==> config.mk <==
export PLATFORM = sky130hd
export DESIGN_NAME = status_pin_function_select
export DESIGN_NICKNAME = d
export VERILOG_FILES = /design/src/logic/pwm_gen.v /design/src/logic/status_pin_function_select.v
export VERILOG_INCLUDE_DIRS = /design/src /design/src/logic
export SDC_FILE = /design/constraint.sdc
export NUM_CORES = 1
export LEC_CHECK = 0
export ABC_AREA = 1
export BUFFER_PORTS_ARGS = -buffer_cell sky130_fd_sc_hd__buf_2
export CAP_MARGIN = 20
export CORE_ASPECT_RATIO = 1.4
export CORE_MARGIN = 1
export CORE_UTILIZATION = 58
export DETAILED_ROUTE_END_ITERATION = 7
export PLACE_DENSITY = 0.83
export SETUP_SLACK_MARGIN = 0.05
export SLEW_MARGIN = 15
export SYNTH_ARGS = -nofsm -noshare
export SYNTH_HDL_FRONTEND = slang
export SYNTH_SLANG_ARGS = --single-unit
==> constraint.sdc <==
create_clock -name clk -period 6.5 [get_ports clk]
set_clock_uncertainty 0.15 [all_clocks]
set_input_delay 0.325 -clock clk [delete_from_list [all_inputs] [get_ports clk]]
set_output_delay 0.325 -clock clk [all_outputs]
set_load 0.02 [all_outputs]
==> src/logic/status_pin_defines.vh <==
// Purpose: constants for the two status pin function selectors
// Assumes: 200 MHz clock, plain register port with one-cycle read latency
// Notes: definitions only
`ifndef STATUS_PIN_DEFINES_VH
`define STATUS_PIN_DEFINES_VH

// ==========================================
// register offsets (byte addresses)
`define REG_PIN2_CFG 8'h00
`define REG_PIN3_CFG 8'h04
`define REG_PIN2_PWM_PERIOD 8'h08
`define REG_PIN2_PWM_HIGH 8'h0C
`define REG_PIN3_PWM_PERIOD 8'h10
`define REG_PIN3_PWM_HIGH 8'h14
`define REG_PIN_STATUS 8'h18

// ==========================================
// configuration fields
`define CFG_FUNC_LSB 0
`define CFG_FUNC_MSB 1
`define CFG_INVERT_BIT 2
`define CFG_OUTSEL_LSB 4
`define CFG_OUTSEL_MSB 5
`define CFG_RESET_VALUE 32'h00000000

// pin function codes
`define FUNC_STATUS 2'h0
`define FUNC_INPUT 2'h1
`define FUNC_OUTPUT 2'h2

// general output selections
`define OUT_TRUE 2'h0
`define OUT_FALSE 2'h1
`define OUT_PWM 2'h2

// pwm counters
`define PWM_WIDTH 32
`define PWM_PERIOD_RESET 32'h00000000
`define PWM_HIGH_RESET 32'h00000000
`define PWM_ONE 32'h00000001

// idle and reset levels
`define READ_IDLE 32'h00000000
`define PIN_RESET_LEVEL 1'b1
`define OE_DRIVE_N 1'b0

`endif

==> src/logic/pwm_gen.v <==
// Purpose: one pwm waveform generator
// Assumes: period and high time given in clock cycles
// Notes: period of zero holds the output low
`timescale 1ns/1ps
`include "status_pin_defines.vh"

module pwm_gen (
   clk,
   rst_n,
   enable,
   period,
   high_time,
   pwm_out
);
   input wire clk;
   input wire rst_n;
   input wire enable;
   input wire [`PWM_WIDTH-1:0] period;
   input wire [`PWM_WIDTH-1:0] high_time;
   output reg pwm_out;

   reg [`PWM_WIDTH-1:0] count_r;
   reg [`PWM_WIDTH-1:0] count_nxt;

   // ==========================================
   // period counter
   always @* begin
      count_nxt = count_r + `PWM_ONE;
      // counter restarts if the period is shortened below it
      if (!enable || period == `PWM_PERIOD_RESET || count_nxt >= period) begin
         count_nxt = `PWM_PERIOD_RESET;
      end
   end

   always @(posedge clk or negedge rst_n) begin
      if (!rst_n) begin
         count_r <= `PWM_PERIOD_RESET;
         pwm_out <= 1'b0;
      end else begin
         count_r <= count_nxt;
         pwm_out <= enable && (count_nxt < high_time) && (period != `PWM_PERIOD_RESET); // [RQ8]
      end
   end
endmodule

==> src/logic/status_pin_function_select.v <==
// Purpose: function select, polarity and drive for the second and third status pins
// Assumes: pin inputs synchronous to clk; software uses the plain register port
// Notes: output enable is active low; pwm period and high time are in clock cycles
// Behaviour
// [RQ1] pin2: protection, input or output; protection default
// [RQ2] pin3: off indicator, input or output; indicator default
// [RQ3] pin2 high unless protection active
// [RQ4] pin3 high while main output off
// [RQ5] invert flips status level in every state
// [RQ6] input function releases pin, samples level
// [RQ7] general output drives true, false or pwm
// [RQ8] pwm frequency and duty separately programmable
// [RQ9] true drives low, false drives high
// [RQ10] invert swaps the active pin level
// [RQ11] status pins track state with no software
//
// Decided for this implementation: the plain strobed port and the register offsets.
`timescale 1ns/1ps
`include "status_pin_defines.vh"

module status_pin_function_select (
   clk,
   rst_n,
   protection_active,
   main_output_on,
   reg_addr,
   reg_wdata,
   reg_wr,
   reg_rd,
   reg_rdata,
   pin2_in,
   pin2_out,
   pin2_oe_n,
   pin3_in,
   pin3_out,
   pin3_oe_n
);
   input wire clk;
   input wire rst_n;
   input wire protection_active;
   input wire main_output_on;
   input wire [7:0] reg_addr;
   input wire [31:0] reg_wdata;
   input wire reg_wr;
   input wire reg_rd;
   output reg [31:0] reg_rdata;
   input wire pin2_in;
   output reg pin2_out;
   output reg pin2_oe_n;
   input wire pin3_in;
   output reg pin3_out;
   output reg pin3_oe_n;

   reg [31:0] cfg2_r;
   reg [31:0] cfg3_r;
   reg [`PWM_WIDTH-1:0] per2_r;
   reg [`PWM_WIDTH-1:0] hi2_r;
   reg [`PWM_WIDTH-1:0] per3_r;
   reg [`PWM_WIDTH-1:0] hi3_r;
   reg in2_r;
   reg in3_r;
   reg [31:0] rdata_nxt;
   reg pin2_nxt;
   reg pin3_nxt;
   wire [1:0] func2;
   wire [1:0] func3;
   wire [1:0] sel2;
   wire [1:0] sel3;
   wire inv2;
   wire inv3;
   wire pwm2;
   wire pwm3;
   wire pwm2_en;
   wire pwm3_en;

   assign func2 = cfg2_r[`CFG_FUNC_MSB:`CFG_FUNC_LSB];
   assign func3 = cfg3_r[`CFG_FUNC_MSB:`CFG_FUNC_LSB];
   assign sel2 = cfg2_r[`CFG_OUTSEL_MSB:`CFG_OUTSEL_LSB];
   assign sel3 = cfg3_r[`CFG_OUTSEL_MSB:`CFG_OUTSEL_LSB];
   assign inv2 = cfg2_r[`CFG_INVERT_BIT];
   assign inv3 = cfg3_r[`CFG_INVERT_BIT];
   assign pwm2_en = (func2 == `FUNC_OUTPUT) && (sel2 == `OUT_PWM);
   assign pwm3_en = (func3 == `FUNC_OUTPUT) && (sel3 == `OUT_PWM);

   // ==========================================
   // register write
   // config fields are masked to their width so reserved bits read zero
   always @(posedge clk or negedge rst_n) begin
      if (!rst_n) begin
         cfg2_r <= `CFG_RESET_VALUE; // [RQ1]
         cfg3_r <= `CFG_RESET_VALUE; // [RQ2]
         per2_r <= `PWM_PERIOD_RESET;
         hi2_r <= `PWM_HIGH_RESET;
         per3_r <= `PWM_PERIOD_RESET;
         hi3_r <= `PWM_HIGH_RESET;
      end else if (reg_wr) begin
         case (reg_addr)
            `REG_PIN2_CFG: begin
               cfg2_r <= {26'h0, reg_wdata[`CFG_OUTSEL_MSB:`CFG_OUTSEL_LSB], 1'b0,
                          reg_wdata[`CFG_INVERT_BIT], reg_wdata[`CFG_FUNC_MSB:`CFG_FUNC_LSB]};
            end
            `REG_PIN3_CFG: begin
               cfg3_r <= {26'h0, reg_wdata[`CFG_OUTSEL_MSB:`CFG_OUTSEL_LSB], 1'b0,
                          reg_wdata[`CFG_INVERT_BIT], reg_wdata[`CFG_FUNC_MSB:`CFG_FUNC_LSB]};
            end
            `REG_PIN2_PWM_PERIOD: begin
               per2_r <= reg_wdata; // [RQ8]
            end
            `REG_PIN2_PWM_HIGH: begin
               hi2_r <= reg_wdata; // [RQ8]
            end
            `REG_PIN3_PWM_PERIOD: begin
               per3_r <= reg_wdata;
            end
            `REG_PIN3_PWM_HIGH: begin
               hi3_r <= reg_wdata;
            end
            default: begin
               cfg2_r <= cfg2_r;
            end
         endcase
      end
   end

   // ==========================================
   // register read, one cycle latency, unmapped reads zero
   always @* begin
      rdata_nxt = `READ_IDLE;
      case (reg_addr)
         `REG_PIN2_CFG: rdata_nxt = cfg2_r;
         `REG_PIN3_CFG: rdata_nxt = cfg3_r;
         `REG_PIN2_PWM_PERIOD: rdata_nxt = per2_r;
         `REG_PIN2_PWM_HIGH: rdata_nxt = hi2_r;
         `REG_PIN3_PWM_PERIOD: rdata_nxt = per3_r;
         `REG_PIN3_PWM_HIGH: rdata_nxt = hi3_r;
         `REG_PIN_STATUS: rdata_nxt = {28'h0, pin3_out, pin2_out, in3_r, in2_r};
         default: rdata_nxt = `READ_IDLE;
      endcase
   end

   always @(posedge clk or negedge rst_n) begin
      if (!rst_n) begin
         reg_rdata <= `READ_IDLE;
      end else if (reg_rd) begin
         reg_rdata <= rdata_nxt;
      end else begin
         reg_rdata <= `READ_IDLE;
      end
   end

   // ==========================================
   // pwm generators
   pwm_gen u_pwm2 (
      .clk(clk),
      .rst_n(rst_n),
      .enable(pwm2_en),
      .period(per2_r),
      .high_time(hi2_r),
      .pwm_out(pwm2)
   );

   pwm_gen u_pwm3 (
      .clk(clk),
      .rst_n(rst_n),
      .enable(pwm3_en),
      .period(per3_r),
      .high_time(hi3_r),
      .pwm_out(pwm3)
   );

   // ==========================================
   // pin level select
   // status functions depend only on live inputs and the invert bit, so no software step is needed
   always @* begin
      case (func2)
         `FUNC_STATUS: pin2_nxt = (~protection_active) ^ inv2; // [RQ3] [RQ5] [RQ11]
         `FUNC_OUTPUT: begin
            case (sel2) // [RQ7]
               `OUT_TRUE: pin2_nxt = inv2; // [RQ9] [RQ10]
               `OUT_FALSE: pin2_nxt = ~inv2; // [RQ9] [RQ10]
               `OUT_PWM: pin2_nxt = pwm2 ^ inv2; // [RQ10]
               default: pin2_nxt = ~inv2;
            endcase
         end
         default: pin2_nxt = 1'b0;
      endcase
      case (func3)
         `FUNC_STATUS: pin3_nxt = (~main_output_on) ^ inv3; // [RQ4] [RQ5] [RQ11]
         `FUNC_OUTPUT: begin
            case (sel3) // [RQ7]
               `OUT_TRUE: pin3_nxt = inv3; // [RQ9] [RQ10]
               `OUT_FALSE: pin3_nxt = ~inv3; // [RQ9] [RQ10]
               `OUT_PWM: pin3_nxt = pwm3 ^ inv3; // [RQ10]
               default: pin3_nxt = ~inv3;
            endcase
         end
         default: pin3_nxt = 1'b0;
      endcase
   end

   // ==========================================
   // pin drive and input sampling
   // reset drives the inactive status level: no protection, output off
   always @(posedge clk or negedge rst_n) begin
      if (!rst_n) begin
         pin2_out <= `PIN_RESET_LEVEL;
         pin3_out <= `PIN_RESET_LEVEL;
         pin2_oe_n <= `OE_DRIVE_N;
         pin3_oe_n <= `OE_DRIVE_N;
         in2_r <= 1'b0;
         in3_r <= 1'b0;
      end else begin
         pin2_out <= pin2_nxt;
         pin3_out <= pin3_nxt;
         pin2_oe_n <= (func2 == `FUNC_INPUT) || (func2 > `FUNC_OUTPUT); // [RQ6]
         pin3_oe_n <= (func3 == `FUNC_INPUT) || (func3 > `FUNC_OUTPUT); // [RQ6]
         // inverted input reports the swapped active level
         in2_r <= pin2_in ^ inv2; // [RQ6] [RQ10]
         in3_r <= pin3_in ^ inv3; // [RQ6] [RQ10]
      end
   end
endmodule

# Word-level counts from Yosys, hierarchy flattened
# Cells that the tools add are included.
[totals] register_bits=242 inputBits=48 output_inout_bits=36 word_cells=84
[op_classes] add_sub_neg=2 magnitude_cmp=6 n_eq_ne=12 mux=8 bitwise=10 reduce_logical=29
[ops] operator="$pmux W32 S7" count=1
[ops] operator="$mux W32" count=3
[ops] operator="$add A32 B1 Y32 const B" count=2
[ops] operator="$ge A32 B32 Y1" count=2
[ops] operator="$logic_not A32 Y1" count=2
[ops] operator="$lt A32 B32 Y1" count=2
[ops] operator="$reduce_bool A32 Y1" count=2
[ops] operator="$eq A8 B5 Y1 const B" count=3
[ops] operator="$eq A8 B4 Y1 const B" count=2
[ops] operator="$reduce_and A2 Y1" count=6
[ops] operator="$eq A2 B2 Y1 const B" count=4
[ops] operator="$eq A8 B3 Y1 const B" count=1
[ops] operator="$logic_not A2 Y1" count=4
[ops] operator="$logic_not A8 Y1" count=1
[ops] operator="$pmux W1 S2" count=4
[ops] operator="$logic_and A1 B1 Y1" count=6
[ops] operator="$logic_or A1 B1 Y1" count=6
[ops] operator="$xor A1 B1 Y1" count=6
[ops] operator="$eq A2 B1 Y1 const B" count=2
[ops] operator="$gt A2 B2 Y1 const B" count=2
[ops] operator="$not A1 Y1" count=4
[ops] operator="$logic_not A1 Y1" count=2

# Longest topological paths before layout
# Gate-level depths: netlist of the first run.
[logic_depth] ltp_word=9 depth_mapped=38 depth_no_buf=37

# By module
# From an unflattened synthesis of the first run, not the netlist that was laid out.
[hier_totals] hier_cells=2000 area_unflattened_um2=14899.3
[modules_own_cells] mod="status_pin_function_select" n_inst=1 cells_each=899 area_per_inst_um2=7526.0 seq_area_each_um2=4406.7
[modules_own_cells] mod="pwm_gen (u_pwm2)" n_inst=1 cells_each=551 area_per_inst_um2=3689.8 seq_area_each_um2=825.8
[modules_own_cells] mod="pwm_gen (u_pwm3)" n_inst=1 cells_each=550 area_per_inst_um2=3683.5 seq_area_each_um2=825.8

# Worst setup path before layout of the first run
# No wires, ideal clock.
[synth_path] kind="reg2reg" startpoint="register u_pwm3.count_r[0]" endpoint="register u_pwm3.pwm_out" setup_time_ns=0.077 t_arrival_ns=4.457 required_ns=6.273 slack_ns=1.815 stages_incl_launch_ff=35 path_buffers=1 synth_period_minus_slack_ns=4.685 path_cell_list="dfrtp_1 -> ha_1 -> nand2_1 -> inv_2 -> nand2_4 -> nor2_4 -> nand3_2 -> nor2_4 -> nand2_2 -> nor2_4 -> nand3_2 -> nor2_2 -> nand3_2 -> nor2_2 -> nand2_2 -> nor3_2 -> xor2_1 -> inv_1 -> ha_1 -> nand2_1 -> nor2_1 -> and2_1 -> inv_1 -> nor2_1 -> nand2_1 -> nand4_1 -> clkbuf_1 -> nor2_1 -> ha_1 -> a21oi_1 -> nor2_1 -> a211oi_1 -> nor2_1 -> or4_1 -> a21oi_1"
[synth_via] elab_chain_len=7
[synth_lines] item="start, declared" line_no="pwm_gen.v:22" source="reg [`PWM_WIDTH-1:0] count_r;"
[synth_lines] item="start signal, assigned" line_no="pwm_gen.v:37" source="count_r <= `PWM_PERIOD_RESET;"
[synth_lines] item="start signal, assigned" line_no="pwm_gen.v:40" source="count_r <= count_nxt;"
[synth_lines] item="$add A32 B1 Y32 (no line) *"
[synth_lines] item="$ge A32 B32 Y1" line_no="pwm_gen.v:30" source="if (!enable || period == `PWM_PERIOD_RESET || count_nxt >= period) begin"
[synth_lines] item="$logic_or A1 B1 Y1" line_no="pwm_gen.v:30"
[synth_lines] item="$mux W32 *" line_no="pwm_gen.v:30"
[synth_lines] item="net u_pwm3.count_nxt[25]" line_no="pwm_gen.v:23" source="reg [`PWM_WIDTH-1:0] count_nxt;"
[synth_lines] item="$lt A32 B32 Y1 *" line_no="pwm_gen.v:41" source="pwm_out <= enable && (count_nxt < high_time) && (period != `PWM_PERIOD_RESET);"
[synth_lines] item="$logic_and A1 B1 Y1 * (2 in a row)" line_no="pwm_gen.v:41"
[synth_lines] item="end signal, assigned" line_no="pwm_gen.v:41"
[synth_lines] item="end, declared" line_no="pwm_gen.v:20" source="output reg pwm_out;"
# Mark *: on every way through the listed nets, which the timed path passes. The rest lies on a longest branch.
# A chain may end at the register's enable or synchronous reset.

# Worst setup path in the final report of the first run
# Ends and elaborated chain as after synthesis.

==> metrics, run 1 <==
status=finished, violations left; failing checks=negative hold slack; switching share of power=between 20% and 30%; commonest non-fill, non-tap cells in the layout=403 x nand2_1, 311 x inv_1, 240 x dfrtp_1; Final Max Slew Viols=0; slowest CP cell=dfrtp_1; combinational power share=approximately a tenth; HP Class=input port to flip-flop; Initial Util=59.1%; startpoint types=flip-flop; # IOs=84; final RePlAce weighted congestion=approximately 0.94; final worst-path cycle share=84.3%; row count=67; GRT Util Overall=33.4%; Multi-input gate area=0.00671 mm²; hold_sp=reg_wdata[19]; post-CTS sizing=0; Final min period=5480 ps; total CTS buffers=25; WL/cell=around 18 µm; first-pass GRT wire length=65,200 µm; unrepaired setup endpoints after global routing=no; most used cell, CP=nand2_1; Leakage Power=8.31 nW; Post-Syn Instances=approximately 1,800; largest net degree at the start of global routing=152; sequential share of the synthesized area=42.9%; pre-CTS WS=1100 ps; Antenna Nets Post-Route=0; hold depth=3; CP Buf/Inv Count=4; Clock Sink Count=242; final hold slack=-4.42 ps; worst reg-to-reg setup slack=1020 ps; GR Overflow Total=0; floorplan core area=roughly 0.024 mm²; postcts setup bufs=0; setup TNS=0 ps; Synth area leaders=dfrtp_1 43%, ha_1 11%, nand2_1 11%; reg2reg start=u_pwm3.count_r[0]; Net Count, Synth=1,955; CP Capture Type=flip-flop; critical path's top delay family=simple AND/OR/NAND/NOR gates; PnR worst setup slack=1020 ps; first-pass detailed-route iteration total=6; final instance area=0.0161 mm²; IO buf count=83; DRC=0; reg-to-reg endpoint=u_pwm3.pwm_out; synthesized area per cell=7.93 µm²; hold endpoint=per2_r[19]; final layout net count=2,062; worst rel slew slack=37.5%; Peak VDD IR=203 µV; fraction of layout cells with a size suffix above 1=between 10% and 20%; DPL Wire Length=approximately 29,000 µm; vias in the first global route=12,852; Fillers=around 1,900; part of the power in the clock network=44.9%; pwr dens=217 mW/mm²; Die W=134 µm; Seq. cell area=0.00606 mm²; Most used DFF post-synth=dfrtp_1; DIE AREA=0.0250 mm²; Pint=2.60 mW; CP Max Fanout=24; worst slew pin tran=slightly above 900 ps; CTS root buf=clkbuf_16; CTS tree=built; final setup fails=0; Synth-to-Final Area Change=14.0%; CP required=6800 ps; R2R depth=36; synth warn=0; DR vias/cell=5.70; antenna cell count=0; post-synthesis cell area=0.0141 mm²; EDFF count, synth=0; vias post-DR=12,625; max incr delay on CP=between 300 and 400 ps; chip height=roughly 190 µm; clock transition at the registers of the reported paths=60 ps; worst path arrival time=between 5000 and 6000 ps; final hold vios=1; # Max-Cap Violations=0; DR iter-0 viols=1,058; worst setup path class=flip-flop to flip-flop; H-tree Lvls=1; asr flop ratio synth=100%; Clock Path Buffers=3; placed cell area=roughly 0.015 mm²; antenna violations before repair=0; f_max=183 MHz; Yosys cell types=a little under 50; # hold bufs at CTS=32; leading area contributor after synthesis=dfrtp_1; most common cell after layout, fill and taps aside=nand2_1; Sequential Power Share=45.7%; post-synthesis register bit count=242; clock latency reported for the late side of the worst-skew pair=540 ps; WL final=between 40,000 and 50,000 µm; reported net switching power=0.880 mW; Synth top area share=42.6%
cells in the mapped netlist, types with 2 or more instances:
master and count:
a211oi_1 7, a21o_1 7, a21oi_1 64, a221oi_1 29, a311oi_1 3, a31oi_1 2, buf_2 3, clkbuf_1 43
dfrtp_1 240, dfstp_2 2, ha_1 128, inv_1 311, inv_2 3, nand2_1 407, nand2_2 6, nand3_1 20
nand3_2 7, nand4_1 22, nor2_1 184, nor2_2 10, nor2_4 6, nor3_1 21, nor3_2 2, nor4_1 6
nor4_4 2, o21a_1 2, o21ai_0 135, o21ai_1 14, o21bai_1 2, o221a_2 3, o22ai_1 29, or2_2 7
or3_1 2, xnor2_1 6, xor2_1 30
sequential cells by signal (all words and copies together) (netlist names), 5 cells and up:
register        flops
cfg2_r              5
cfg3_r              5
hi2_r              32
hi3_r              32
per2_r             32
per3_r             32
reg_rdata          32
u_pwm2.count_r     32
u_pwm3.count_r     32
per-stage QoR:
stage | power, mW | util, % | instances
after detailed placement | 1.92 | 62.2 | 2136
after global placement | 1.91 | 62.2 | 2136
final | 3.48 | 67.3 | 2214
after CTS | 3.48 | 67.2 | 2213
after floorplan | 1.78 | - | 1779
after global routing | 3.60 | 67.3 | 2214
routing by layer:
metal	track usage, %	wire length [µm]
met1	40.3	15500
met4	19.6	2460
met5	0	0
met2	55.9	19700
met3	5.73	2810
final cells by class:
cell class | instances | share of cell area (%)
multi-input cells | 1176 | 41.7
flip-flops and latches | 242 | 37.7
inverters | 315 | 7.35
repair buffers | 126 | 5.35
clock buffers | 32 | 4.24
well taps | 310 | 2.41
clock inverters | 13 | 1.26
worst max-delay path by stage:
stage | from | to | slack (ps) | cells after the start
final | u_pwm3.count_r[0] | u_pwm3.pwm_out | 1020 | 36
after global routing | u_pwm2.count_r[0] | u_pwm2.pwm_out | 500 | 31
after CTS | u_pwm3.count_r[0] | u_pwm3.pwm_out | 1050 | 36
after detailed placement | u_pwm3.count_r[0] | u_pwm3.pwm_out | 1100 | 34
after global placement | u_pwm3.count_r[0] | u_pwm3.pwm_out | 1250 | 31
after floorplan | u_pwm3.count_r[0] | u_pwm3.pwm_out | 1820 | 34
cells by family (layout without fill, tap and decap cells):
| family | after synthesis | in the layout | share of synthesized area (%) |
|---|---|---|---|
| simple gates | 709 | 709 | 21.4 |
| buf+inv | 361 | 486 | 9.63 |
| compound gates | 303 | 303 | 12.5 |
| flops | 242 | 242 | 42.9 |
| fa+ha+maj | 128 | 128 | 11.3 |
| xor+xnor | 36 | 36 | 2.23 |
power by group through the flow:
| stage | combinational (mW) | sequential (mW) | clock, mW |
|---|---|---|---|
| 3_5_place_dp | 0.305 | 1.62 | 0 |
| 4_1_cts | 0.323 | 1.59 | 1.57 |
| 2_1_floorplan | 0.178 | 1.61 | 0 |
| 3_3_place_gp | 0.295 | 1.62 | 0 |
| 5_1_grt | 0.370 | 1.60 | 1.63 |
| 6_report | 0.328 | 1.59 | 1.56 |
tightest hold or removal path, cell delays in order:
cell     delay (ps)
buf_2            90
inv_1            70
o21ai_0         150
Note: power is estimated with default switching activity, not from simulation.
==> inputs of run 2 (changes only) <==
--- a/config.mk
+++ b/config.mk
@@ -6,7 +6,7 @@
 export SDC_FILE = /design/constraint.sdc
 export NUM_CORES = 1
 export LEC_CHECK = 0
-export ABC_AREA = 1
+export ABC_AREA = 0
 export BUFFER_PORTS_ARGS = -buffer_cell sky130_fd_sc_hd__buf_2
 export CAP_MARGIN = 20
 export CORE_ASPECT_RATIO = 1.4
==> constraint.sdc (replaced) <==
create_clock -name clk -period 5.6 [get_ports clk]
set_clock_uncertainty 0.15 [all_clocks]
set_input_delay 0.28 -clock clk [delete_from_list [all_inputs] [get_ports clk]]
set_output_delay 0.28 -clock clk [all_outputs]
set_load 0.02 [all_outputs]
==> run 2 against run 1 <==
Net effect:
- the flow finishes with violations (design-rule violations)
- sequential power grew 17%
- clock power is essentially flat
- setup slack lost 830 ps
- final area shrank 1.7%
- global-route usage shrank 2.7 points
- core utilization grew 0.84 points
- maximum frequency grew 1.2%
- routed wire length shrank 8.9%
- area after synthesis shrank 3.0%
- first-iteration DRC count shrank 21%
- combinational power grew 20%
- via count shrank 16%
- critical path type unchanged
- critical endpoint unchanged
==> metrics, run 2 <==
worst path arrival time=5660 ps; WL final=36,800 µm; post-synthesis register bit count=242; cell with the most instances after synthesis=dfrtp_1; worst slew pin tran=1130 ps; Yosys cell types=65; largest net degree at the start of global routing=approximately 120; hold_sp=protection_active; startpoint types=flip-flop; hold depth=4; Antenna Nets Post-Route=0; Commonest cells post-synth=240 x dfrtp_1, 138 x inv_1, 128 x ha_1; Clock Sink Count=242; post-synthesis cell area=around 0.014 mm²; antenna cell count=0; asr flop ratio synth=100%; final worst-path cycle share=96.6%; GR Overflow Total=0; Placed Cells=between 1,500 and 2,000; most common cell after layout, fill and taps aside=dfrtp_1; final layout net count=1,571; Crit. Startpoint=u_pwm3.count_r[3]; # IOs=84; H-tree Lvls=1; reg2reg start=u_pwm3.count_r[3]; R2R depth=21; final RePlAce weighted congestion=1.03; Clock Path Buffers=3; Post-Syn Instances=1,259; DR vias/cell=6.20; final setup fails=0; Leakage Power=7.80 nW; EDFF count, synth=0; CP Capture Type=flip-flop; first-pass GRT wire length=57,900 µm; first-pass detailed-route iteration total=8; CP Max Fanout=27; Peak VDD IR=234 µV; failing checks=design-rule violations; final hold slack=around 12 ps; Final min period=5410 ps; vias in the first global route=10,885; f_max=185 MHz; pwr dens=242 mW/mm²; Final Max Slew Viols=0; Die W=132 µm; # Max-Cap Violations=0; reg-to-reg endpoint=u_pwm3.pwm_out; Util after Layout=68.2%; Net Count, Synth=around 1,400; CTS root buf=clkbuf_16; Most used DFF post-synth=dfrtp_1; fin cells=between 1,500 and 2,000; chip height=184 µm; IO buf count=between 80 and 90; DRC=10; setup TNS=0 ps; antenna violations before repair=0; placed cell area=0.0145 mm²; synthesized area per cell=10.9 µm²; Synth top area share=43.9%; Synth area leaders=dfrtp_1 44%, ha_1 12%, mux2_2 8.8%; GRT Util Overall=30.7%; Synth-to-Final Area Change=15.5%; clock latency reported for the late side of the worst-skew pair=510 ps; final hold vios=0; worst rel slew slack=24.1%; fraction of layout cells with a size suffix above 1=23.3%; row count=66; leading area contributor after synthesis=dfrtp_1; Initial Util=about three fifths; HP Class=input port to flip-flop; DR iter-0 viols=between 800 and 900; DIE AREA=0.0242 mm²; WL/cell=21.5 µm; CTS tree=built; final instance area=~0.016 mm²; status=finished, violations left; hold endpoint=pin2_out; synth warn=0; vias post-DR=10,645; total CTS buffers=23; floorplan core area=0.0232 mm²; commonest non-fill, non-tap cells in the layout=239 x dfrtp_1, 138 x inv_1, 127 x ha_1; clock transition at the registers of the reported paths=70 ps; worst setup path class=flip-flop to flip-flop; sequential share of the synthesized area=44.2%; worst reg-to-reg setup slack=190 ps; CP required=5850 ps; DPL Wire Length=25,900 µm
[run 2: cell types whose count changed after synthesis, sizes merged, moves of 35 or more]
cell	previous run	this run
and3	1	36
nand2	414	73
o21ai	149	23
nor2	200	47
mux2	0	139
inv	314	138
[run 2: layout make-up]
type / count / area (µm²)
timing repair buffer: 150 / 1030
sequential: 242 / 6060
clock inverter: 11 / 110
fill: 1587 / 7390
inverter: 138 / 518
tap: 306 / 383
multi-input combinational: 840 / 7090
clock buffer: 29 / 628
[run 2: kinds of logic (layout without fill, tap and decap cells)]
| group | Yosys count | after routing | share of synthesized area (%) |
|---|---|---|---|
| compound gates | 171 | 171 | 8.48 |
| xor+xnor | 64 | 64 | 4.09 |
| fa+ha+maj | 128 | 128 | 11.7 |
| buf+inv | 177 | 328 | 5.22 |
| flops | 242 | 242 | 44.2 |
| mux | 149 | 149 | 13.1 |
| simple gates | 328 | 328 | 13.2 |
[run 2: where the power goes]
| part | internal [mW] | switching (mW) |
|---|---|---|
| registers | 1.80 | 0.0638 |
| logic | 0.164 | 0.230 |
| clock network | 0.886 | 0.678 |
| total | 2.85 | 0.972 |
[run 2: critical path, stage by stage (launching register included)]
cell	delay [ps]
dfrtp_1	400
and4_2	300
nand4_1	90
buf_4	180
nor2_4	150
xor2_1	120
ha_1	310
nand4_1	130
nor3_2	220
or4b_1	490
a31o_1	270
a211o_1	290
buf_4	220
and3_1	210
ha_1	270
nand4_1	120
nor3_1	400
nand4_1	240
nor4_2	370
a2111oi_2	130
o311a_1	140
o21a_1	110
[run 2: per-layer routing]
metal	vias up	global-route usage, %	wire [µm]
li1	4776	-	-
met1	5253	38.5	14300
met2	482	50.5	17700
met3	134	3.67	2330
met4	0	20.3	2460
met5	-	0	0
[run 2: per-stage QoR]
stage               setup WS (ps)  power [mW]
floorplan                     255        2.07
detailed placement          -28.4        2.24
global placement             47.8        2.23
finish                        189        3.82
global route                -54.2        3.93
CTS                          34.5        3.80
[run 2: what timing repair did]
item,4_1_cts,5_1_grt
setup endpoints to repair,2,2
setup buffers,0,14
hold buffers,37,0
endpoints found under the hold margin,265,0
pin swaps,0,10
gates resized for setup,2,32
[run 2: how the worst max path moves through the flow]
| stage | slack [ps] | depth (start not counted) | endpoint |
|---|---|---|---|
| final | 190 | 21 | u_pwm3.pwm_out |
| after global routing | -50 | 21 | u_pwm3.pwm_out |
| after CTS | 30 | 19 | u_pwm3.pwm_out |
| after detailed placement | -30 | 19 | u_pwm3.pwm_out |
| after global placement | 50 | 19 | u_pwm3.pwm_out |
| after floorplan | 260 | 19 | u_pwm3.pwm_out |
